**src/seep_pkg.sv**
```systemverilog
// Shared constants and carrier types for the two-wire serial EEPROM slave
package seep_pkg;
    localparam int          ADDR_W        = 17;
    localparam int          PAGE_BYTES    = 128;
    localparam int          PAGE_W        = 7;
    localparam logic [3:0]  DEV_TYPE_CODE = 4'hA;
    localparam int          WRITE_CYCLES  = 200;
    localparam int          CTL_DIR_BIT   = 0;
    localparam int          CTL_CSL_BIT   = 1;
    localparam int          CTL_CSH_BIT   = 2;
    localparam int          CTL_HALF_BIT  = 3;
    localparam logic [3:0]  BIT_LAST      = 4'h7;
    localparam logic [3:0]  BIT_ACK       = 4'h8;

    // One storage-side request
    typedef struct packed {
        logic                 wr;
        logic                 rd;
        logic [ADDR_W-1:0]    addr;
        logic [7:0]           data;
    } seep_mem_req_t;
endpackage

```
**src/seep_page_buf.sv**
```systemverilog
// Page buffer with per-byte written flags
`timescale 1ns/1ps
module seep_page_buf #(
    parameter int DEPTH = seep_pkg::PAGE_BYTES,
    parameter int IDX_W = seep_pkg::PAGE_W
) (
    input  wire logic             clk,
    input  wire logic             reset_n,
    input  wire logic             clear,
    input  wire logic             wr_en,
    input  wire logic [IDX_W-1:0] wr_idx,
    input  wire logic [7:0]       wr_data,
    input  wire logic [IDX_W-1:0] rd_idx,
    output logic      [7:0]       rd_data,
    output logic                  rd_valid
);
    logic [7:0]       mem_reg [DEPTH];
    logic [DEPTH-1:0] valid_reg;
    logic [DEPTH-1:0] valid_next;

    // Later byte to the same slot overwrites the earlier one
    always_comb begin
        valid_next = valid_reg;
        if (clear) begin
            valid_next = '0;
        end
        if (wr_en) begin
            valid_next[wr_idx] = 1'b1;
        end
    end

    always_ff @(posedge clk) begin
        if (!reset_n) begin
            valid_reg <= '0;
        end else begin
            valid_reg <= valid_next;
        end
    end

    // Data array carries no reset, only the flags do
    always_ff @(posedge clk) begin
        if (wr_en) begin
            mem_reg[wr_idx] <= wr_data;
        end
    end

    assign rd_data  = mem_reg[rd_idx];
    assign rd_valid = valid_reg[rd_idx];
endmodule

```
**src/seep_slave.sv**
```systemverilog
// Two-wire serial EEPROM slave: command decode, page write, reads
`timescale 1ns/1ps
module seep_slave #(
    parameter int WRITE_CYCLES = seep_pkg::WRITE_CYCLES
) (
    input  wire logic                        clk,
    input  wire logic                        reset_n,
    input  wire logic                        scl_in,
    input  wire logic                        sda_in,
    output logic                             sda_out,
    output logic                             sda_oe_n,
    input  wire logic                        chip_sel_low_pin,
    input  wire logic                        chip_sel_high_pin,
    input  wire logic                        wp_in,
    output seep_pkg::seep_mem_req_t          mem_req,
    input  wire logic [7:0]                  mem_rdata,
    output logic                             busy
);
    ////////////////////////////////////////////////////////////////////////
    typedef enum {SEEP_IDLE, SEEP_CTRL, SEEP_ADRH, SEEP_ADRL, SEEP_WDATA,
                  SEEP_RDATA, SEEP_RACK, SEEP_FETCH, SEEP_FILL,
                  SEEP_COMMIT} seep_state_t;

    localparam int CNT_W = $clog2(WRITE_CYCLES + 1);

    seep_state_t   state_reg, state_next;
    logic          scl_d_reg, sda_d_reg;
    logic [3:0]    bit_reg, bit_next;
    logic [7:0]    sh_reg, sh_next;
    logic [16:0]   ptr_reg, ptr_next;
    logic [7:0]    ctl_reg, ctl_next;
    logic [6:0]    wctl_reg, wctl_next;
    logic          drive_reg, drive_next;
    logic          obit_reg, obit_next;
    logic          busy_reg, busy_next;
    logic [CNT_W-1:0] cnt_reg, cnt_next;
    logic [7:0]    cidx_reg, cidx_next;
    logic          wdata_seen_reg, wdata_seen_next;
    logic [6:0]    pb_wr_idx;
    logic [7:0]    pb_wr_data;
    seep_pkg::seep_mem_req_t req_reg, req_next;
    logic          pb_clear, pb_wr;
    logic [6:0]    pb_rd_idx;
    logic [7:0]    pb_rd_data;
    logic          pb_rd_valid;

    // Bus conditions seen on the live pins against their registered copies
    wire scl_rise = scl_in & ~scl_d_reg;
    wire scl_fall = ~scl_in & scl_d_reg;
    wire start_c  = scl_in & scl_d_reg & sda_d_reg & ~sda_in;
    wire stop_c   = scl_in & scl_d_reg & ~sda_d_reg & sda_in;
    wire [7:0] rx_byte = {sh_reg[6:0], sda_in};
    // Control byte is whole in the shifter at the eighth SCL fall
    wire ctl_ok = (sh_reg[7:4] == seep_pkg::DEV_TYPE_CODE)
                & (sh_reg[seep_pkg::CTL_CSL_BIT] == chip_sel_low_pin)
                & (sh_reg[seep_pkg::CTL_CSH_BIT] == chip_sel_high_pin);
    // Busy refuses only control bytes for the half being written, reads or writes
    wire busy_block = busy_reg & (sh_reg[7:1] == wctl_reg);
    // Bus is ignored while the page walk owns the storage port
    wire walking = (state_reg == SEEP_FILL) | (state_reg == SEEP_COMMIT);
    // Sequential step keeps the half bit, wrapping within 64K
    wire [16:0] ptr_inc = {ptr_reg[16], ptr_reg[15:0] + 16'h0001};

    seep_page_buf #(
        .DEPTH (seep_pkg::PAGE_BYTES),
        .IDX_W (seep_pkg::PAGE_W)
    ) u_page_buf (
        .clk      (clk),
        .reset_n  (reset_n),
        .clear    (pb_clear),
        .wr_en    (pb_wr),
        .wr_idx   (pb_wr_idx),
        .wr_data  (pb_wr_data),
        .rd_idx   (pb_rd_idx),
        .rd_data  (pb_rd_data),
        .rd_valid (pb_rd_valid)
    );

    ////////////////////////////////////////////////////////////////////////
    // Protocol and write-cycle next-state logic
    always_comb begin
        state_next      = state_reg;
        bit_next        = bit_reg;
        sh_next         = sh_reg;
        ptr_next        = ptr_reg;
        ctl_next        = ctl_reg;
        wctl_next       = wctl_reg;
        drive_next      = drive_reg;
        obit_next       = obit_reg;
        busy_next       = busy_reg;
        cnt_next        = cnt_reg;
        cidx_next       = cidx_reg;
        wdata_seen_next = wdata_seen_reg;
        req_next        = '0;
        pb_clear        = 1'b0;
        pb_wr           = 1'b0;
        pb_wr_idx       = ptr_reg[6:0];
        pb_wr_data      = sh_reg;
        pb_rd_idx       = cidx_reg[6:0];

        // Fill pass: storage answers a cycle after its address, so old bytes
        // land in the buffer slots left unwritten before the walk begins
        if (state_reg == SEEP_FILL) begin
            pb_rd_idx  = cidx_reg[6:0] - 7'h01;
            pb_wr_idx  = cidx_reg[6:0] - 7'h01;
            pb_wr_data = mem_rdata;
            pb_wr      = (cidx_reg != 8'h00) && !pb_rd_valid;
            cidx_next  = cidx_reg + 8'h01;
            if (cidx_reg[7]) begin
                cidx_next  = 8'h00;
                state_next = SEEP_COMMIT;
            end else begin
                req_next.rd   = 1'b1;
                req_next.addr = {ptr_reg[16:7], cidx_reg[6:0]};
            end
        end
        // Write cycle walks the whole page from the filled buffer
        if (state_reg == SEEP_COMMIT) begin
            req_next.wr   = 1'b1;
            req_next.addr = {ptr_reg[16:7], cidx_reg[6:0]};
            req_next.data = pb_rd_data;
            cidx_next     = cidx_reg + 8'h01;
            if (cidx_reg[6:0] == 7'h7F) begin
                state_next = SEEP_IDLE;
                pb_clear   = 1'b1;
            end
        end
        // Busy lasts the set count from Stop, longer only if the walk is
        if (busy_reg) begin
            if (cnt_reg != CNT_W'(WRITE_CYCLES - 1)) begin
                cnt_next = cnt_reg + CNT_W'(1);
            end else if (!walking) begin
                busy_next = 1'b0;
            end
        end

        if (!walking) begin
            if (start_c) begin
                state_next    = SEEP_CTRL;
                bit_next      = 4'hF;       // Start's own SCL fall wraps to 0
                drive_next    = 1'b0;
                if (wdata_seen_reg) begin
                    pb_clear        = 1'b1;
                    wdata_seen_next = 1'b0;
                end
            end else if (stop_c) begin
                state_next = SEEP_IDLE;
                drive_next = 1'b0;
                if (wdata_seen_reg) begin
                    wdata_seen_next = 1'b0;
                    if (wp_in) begin
                        pb_clear = 1'b1;
                    end else begin
                        wctl_next  = ctl_reg[7:1];
                        busy_next  = 1'b1;
                        cnt_next   = '0;
                        cidx_next  = 8'h00;
                        state_next = SEEP_FILL;
                    end
                end
            end else if (scl_rise && state_reg != SEEP_IDLE) begin
                // While sending, the shifter holds outgoing bits; no sampling
                if (bit_reg <= seep_pkg::BIT_LAST && state_reg != SEEP_RDATA) begin
                    sh_next = rx_byte;
                end
                // Master nack ends the read; an ack fetches on the SCL fall
                if (state_reg == SEEP_RACK && bit_reg == seep_pkg::BIT_ACK && sda_in) begin
                    state_next = SEEP_IDLE;
                end
            end else if (scl_fall && state_reg != SEEP_IDLE) begin
                bit_next   = bit_reg + 4'h1;
                drive_next = 1'b0;
                if (bit_reg == seep_pkg::BIT_LAST) begin
                    case (state_reg)
                        SEEP_CTRL: begin
                            if (ctl_ok && !busy_block) begin
                                ctl_next      = sh_reg;
                                drive_next    = 1'b1;
                                obit_next     = 1'b0;
                                ptr_next[16]  = sh_reg[seep_pkg::CTL_HALF_BIT];
                            end else begin
                                state_next = SEEP_IDLE;
                            end
                        end
                        SEEP_ADRH: begin
                            ptr_next[15:8] = sh_reg;
                            drive_next     = 1'b1;
                            obit_next      = 1'b0;
                        end
                        SEEP_ADRL: begin
                            ptr_next[7:0] = sh_reg;
                            drive_next    = 1'b1;
                            obit_next     = 1'b0;
                        end
                        SEEP_WDATA: begin
                            pb_wr           = 1'b1;
                            wdata_seen_next = 1'b1;
                            ptr_next[6:0]   = ptr_reg[6:0] + 7'h01;
                            drive_next      = 1'b1;
                            obit_next       = 1'b0;
                        end
                        SEEP_RDATA: begin
                            state_next = SEEP_RACK;
                            ptr_next   = ptr_inc;
                        end
                        default: begin
                            state_next = state_reg;
                        end
                    endcase
                end else if (bit_reg == seep_pkg::BIT_ACK) begin
                    bit_next = 4'h0;
                    case (state_reg)
                        SEEP_CTRL: begin
                            if (ctl_reg[seep_pkg::CTL_DIR_BIT]) begin
                                state_next = SEEP_FETCH;
                            end else begin
                                state_next = SEEP_ADRH;
                            end
                        end
                        SEEP_ADRH:  state_next = SEEP_ADRL;
                        SEEP_ADRL:  state_next = SEEP_WDATA;
                        SEEP_WDATA: state_next = SEEP_WDATA;
                        SEEP_RACK:  state_next = SEEP_FETCH;
                        default:    state_next = state_reg;
                    endcase
                end else if (state_reg == SEEP_RDATA) begin
                    drive_next = ~sh_reg[7];
                    obit_next  = 1'b0;
                    sh_next    = {sh_reg[6:0], 1'b1};
                end
            end

            // Load the byte and put its first bit out while SCL is low
            if (state_reg == SEEP_FETCH && !start_c && !stop_c) begin
                sh_next    = {mem_rdata[6:0], 1'b1};
                drive_next = ~mem_rdata[7];
                obit_next  = 1'b0;
                bit_next   = 4'h0;
                state_next = SEEP_RDATA;
            end
        end
        if (state_next == SEEP_FETCH) begin
            req_next.rd   = 1'b1;
            req_next.addr = ptr_next;
        end
    end

    ////////////////////////////////////////////////////////////////////////
    // State registers
    always_ff @(posedge clk) begin
        if (!reset_n) begin
            state_reg      <= SEEP_IDLE;
            scl_d_reg      <= 1'b1;
            sda_d_reg      <= 1'b1;
            bit_reg        <= 4'h0;
            sh_reg         <= 8'h00;
            ptr_reg        <= 17'h00000;
            ctl_reg        <= 8'h00;
            wctl_reg       <= 7'h00;
            drive_reg      <= 1'b0;
            obit_reg       <= 1'b0;
            busy_reg       <= 1'b0;
            cnt_reg        <= '0;
            cidx_reg       <= 8'h00;
            wdata_seen_reg <= 1'b0;
            req_reg        <= '0;
        end else begin
            state_reg      <= state_next;
            scl_d_reg      <= scl_in;
            sda_d_reg      <= sda_in;
            bit_reg        <= bit_next;
            sh_reg         <= sh_next;
            ptr_reg        <= ptr_next;
            ctl_reg        <= ctl_next;
            wctl_reg       <= wctl_next;
            drive_reg      <= drive_next;
            obit_reg       <= obit_next;
            busy_reg       <= busy_next;
            cnt_reg        <= cnt_next;
            cidx_reg       <= cidx_next;
            wdata_seen_reg <= wdata_seen_next;
            req_reg        <= req_next;
        end
    end

    // Open-drain: only ever pull low, released means high
    assign sda_out  = obit_reg;
    assign sda_oe_n = ~drive_reg;
    assign mem_req  = req_reg;
    assign busy     = busy_reg;
endmodule

```
**config.mk**
```make
export PLATFORM = sky130hd
export DESIGN_NAME = seep_slave
export DESIGN_NICKNAME = d
export VERILOG_FILES = /design/src/seep_pkg.sv /design/src/seep_page_buf.sv /design/src/seep_slave.sv
export SDC_FILE = /design/constraint.sdc
export NUM_CORES = 2
export LEC_CHECK = 0
export ABC_AREA = 1
export BUFFER_PORTS_ARGS = -buffer_cell sky130_fd_sc_hd__buf_2
export CAP_MARGIN = 20
export CORE_MARGIN = 1.5
export CORE_UTILIZATION = 30
export DETAILED_ROUTE_END_ITERATION = 10
export GPL_TIMING_DRIVEN = 0
export HOLD_SLACK_MARGIN = 0.03
export PLACE_DENSITY_LB_ADDON = 0.15
export SETUP_SLACK_MARGIN = 0.02
export SLEW_MARGIN = 0
export SYNTH_ARGS = -nofsm -noshare
export SYNTH_HDL_FRONTEND = slang
export SYNTH_HIERARCHICAL = 1
export SYNTH_SLANG_ARGS = --single-unit
```
**constraint.sdc**
```tcl
create_clock -name clk -period 11.75 [get_ports clk]
set_input_delay 3.525 -clock clk [delete_from_list [all_inputs] [get_ports clk]]
set_output_delay 3.525 -clock clk [all_outputs]
set_load 0.02 [all_outputs]
```
==> impl_results.md <==
* First-pass iteration count of the detailed router at 6
* Final period utilization at 0.676
* Ratio of cells with drive above 1 in the final layout at 0.101
* Last weighted congestion value of the routability-driven placer at 0.972
* Internal cell power at 7520 uW
* Full die area at around 180,000 um^2
* Worst-case hold slack at 456 ps
* LEAKAGE at 0.0232 uW
* Pin count of the biggest net entering global routing at 35
* Distinct cell type count of the synthesized netlist at 53
* Leading cell type in the layout, fill and taps excluded: nand2_1
* Total of flip-flops plus latches after synthesis at 1,276
* 1st-iter DRT viols at 4,093
* Largest vdd supply drop at 0.000164 V
* Placeable Area at 179,000 um^2
* Result of the run: finished clean
* TritonCTS clock tree: built
* Global-route wire length before repair at slightly below 300,000 um
* Deepest level of the CTS H-tree at 4
* Total gr overflow at 0
* Post-Route Utilization at 0.352
* Post-synth net total at 5,351
* Cell area after synthesis at 54,000 um^2
* I/O Pins at 45
* Data arrival at the endpoint of the critical path at between 8000 and 9000 ps
* Area growth from synthesis to final layout at 16.5%
* Slew at the pin closest to its max-slew limit at roughly 1300 ps
* Critical path buffer and inverter count at 11
* Via count of the first global-routing pass at 38,800
* Worst Skew at roughly 32 ps
* Flop pwr share at 0.492
* Top library cells by usage in the layout, fill and taps aside: 1,560 x nand2_1, 1,106 x nand3_1, 1,024 x edfxtp_1, 493 x nor2_1, 252 x dfxtp_1
* Met2 Usage GRT at 0.365
* RSZ-0062 raised after global routing: false
* Maximum fanout along the worst path at 10
* Total power at just under 10,000 uW
* DRC Markers at 0
* Average cell area after synthesis at between 10 and 15 um^2
* PortBufs at 43
* Final setup vio count at 0
* Most Frequent Cell on Critical Path: nand2_1
* Share of synthesized registers carrying an async set or reset at 0
* Effective utilization at floorplan at 0.302
* Number of buffers added to fix hold violations after cts at 0
* Worst path required time at roughly 12,000 ps
* Cell with the largest stage delay on the worst path: nor2_1
* Highest clock frequency the design can meet at around 130 MHz
* Maximum cell stage delay along the critical path at ~840 ps
* YS warnings at 6
* Clock tree sinks at 1,276
* Post-synthesis instance total at between 5,000 and 6,000
* Number of CTS-inserted buffers at 144
* Post-CTS repair timing setup buffer count at 0
* Via density at roughly 5.1
* Slew HR at 0.138
* Gates resized, CTS repair at 0
* Initial antenna violation count at 6
* Fraction of power spent switching nets at 0.241
* Final ANT Viol Nets at 0
* Power density over the cells at 158 nW/um^2
* Hold WC Path Type: reg2reg
* Most Used Layer, Global Route: met2
* Height of the die at 427 um
* Fill cell instance count of the final layout at 18,100
* Met3 Use GR at 0.0358
* Clk pin slew, worst setup/hold paths at 60 ps
* GR Util met1 at 0.310
* Switching power at 2390 uW
* Post-detailed-routing wire length at ~210,000 um
* Count of flip-flops with a built-in enable after synthesis at 1,024
* Maximum count of clock buffers along a single path at 3
* WL/cell at about 26 um
* Endpoint kind of the worst setup timing path: flop
* Combinational share of power at 0.065
* Final count of hold timing violations at 0
* Clock group share of total power at 0.443
* Total Nets Final at 5,601
* Critical path start-end classification: reg2reg
* Crit path time final at 7950 ps
* Buffer type at the clock tree root: clkbuf_16
* Largest register FFs at 1,024
* Source-to-sink clock delay at the later pin of the worst-skew pair at ~800 ps
* Family with the most delay on the worst path: buffers and inverters
* Sequential element share of the synthesized area at 0.663
* Max Cap Violations at 0
* Placed wire-length estimate at 154,000 um
* Total track usage at 0.228
* Total number of vias at 41,100
* Startpoint type of the worst setup path: flop
* Max-slew violation total from the final report at 0
* Standard-cell row count at 155
* Horizontal extent of the die at 427 um
* Sum of negative setup slack at 0 ps
* Most instantiated flip-flop cell in the synthesis netlist: edfxtp_1
[path summary, 6_finish.rpt]
kind,slack (ps),start,end,cells after the start
hold / removal,460,ctl_reg[6],ctl_reg[6],2
hold reg to reg,460,ctl_reg[6],ctl_reg[6],2
setup / recovery,3800,state_reg[19],u_page_buf/mem_reg[64][1],29
setup reg to reg,3800,state_reg[19],u_page_buf/mem_reg[64][1],29
[cell type report]
type	count	area (um^2)	area share
multi-input combinational	3553	15700	0.250
antenna	3	7.51	0.000119
clock buffer	210	4050	0.0644
timing repair buffer	104	1310	0.0209
tap	2355	2950	0.0468
inverter	179	682	0.0108
clock inverter	55	468	0.00744
sequential	1276	35800	0.569
buffer	320	1900	0.0302
[cells by family after synthesis]
group           count (synthesis)  share of synthesized area
compound gates                276                     0.0278
xor+xnor                       18                    0.00292
fa+ha+maj                       8                    0.00185
buf+inv                       499                     0.0478
flops                        1276                      0.663
other cells                     1                  0.0000694
simple gates                 3250                      0.257
[worst reg2reg max path: cells and delay by family, from the launching register on]
kind                   cells  cell delay (ps)
AND/OR/NAND/NOR           17             3190
buffers and inverters     11             3860
AO/OA/AOI/OAI              1              190
flip-flops                 1              330
[power groups by stage]
stage,registers (uW),clock network (uW),logic [uW]
5_1_grt,4870,4650,679
6_report,4870,4390,644
3_3_place_gp,5030,0,601
2_1_floorplan,4990,0,326
4_1_cts,4870,4480,637
3_5_place_dp,4970,0,636
[per-layer routing]
metal | vias to the layer above | routed length, um
met1 | 20400 | 90900
li1 | 18800 | -
met5 | - | 0
met4 | 0 | 8010
met3 | 342 | 14000
met2 | 1589 | 96900
[synth_stat cells, types with 3 or more instances]
| cell | n | area [um^2] |
|---|---|---|
| a211oi_1 | 4 | 30.0 |
| a21oi_1 | 161 | 806 |
| a221oi_1 | 4 | 35.0 |
| a22oi_1 | 3 | 22.5 |
| a31oi_1 | 7 | 43.8 |
| a32oi_1 | 3 | 26.3 |
| buf_1 | 19 | 71.3 |
| buf_2 | 141 | 706 |
| buf_4 | 27 | 203 |
| buf_6 | 56 | 631 |
| clkbuf_1 | 77 | 289 |
| clkinv_1 | 7 | 26.3 |
| dfxtp_1 | 252 | 5040 |
| edfxtp_1 | 1024 | 30700 |
| ha_1 | 8 | 100 |
| inv_1 | 159 | 597 |
| inv_2 | 11 | 41.3 |
| nand2_1 | 1560 | 5860 |
| nand3_1 | 1106 | 5540 |
| nand3_2 | 3 | 30.0 |
| nand4_1 | 29 | 181 |
| nor2_1 | 498 | 1870 |
| nor2_2 | 4 | 25.0 |
| nor2_4 | 6 | 67.6 |
| nor3_1 | 23 | 115 |
| nor3_2 | 4 | 40.0 |
| nor3_4 | 3 | 48.8 |
| nor4_1 | 4 | 25.0 |
| o211ai_1 | 5 | 37.5 |
| o21ai_0 | 67 | 335 |
| o221ai_1 | 3 | 26.3 |
| o22ai_1 | 10 | 62.6 |
| xnor2_1 | 5 | 43.8 |
| xor2_1 | 13 | 114 |
[per-stage QoR]
| step | instance area, um^2 | worst slack [ps] | instances |
|---|---|---|---|
| after global routing | 62900 | 3520 | 8053 |
| after detailed placement | 58300 | 3890 | 7782 |
| after floorplan | 54000 | 2000 | 5328 |
| final | 62900 | 3800 | 8055 |
| after global placement | 57200 | -8160 | 7726 |
| after CTS | 62800 | 3880 | 8047 |
No activity file was read; power rests on OpenSTA's default activity.
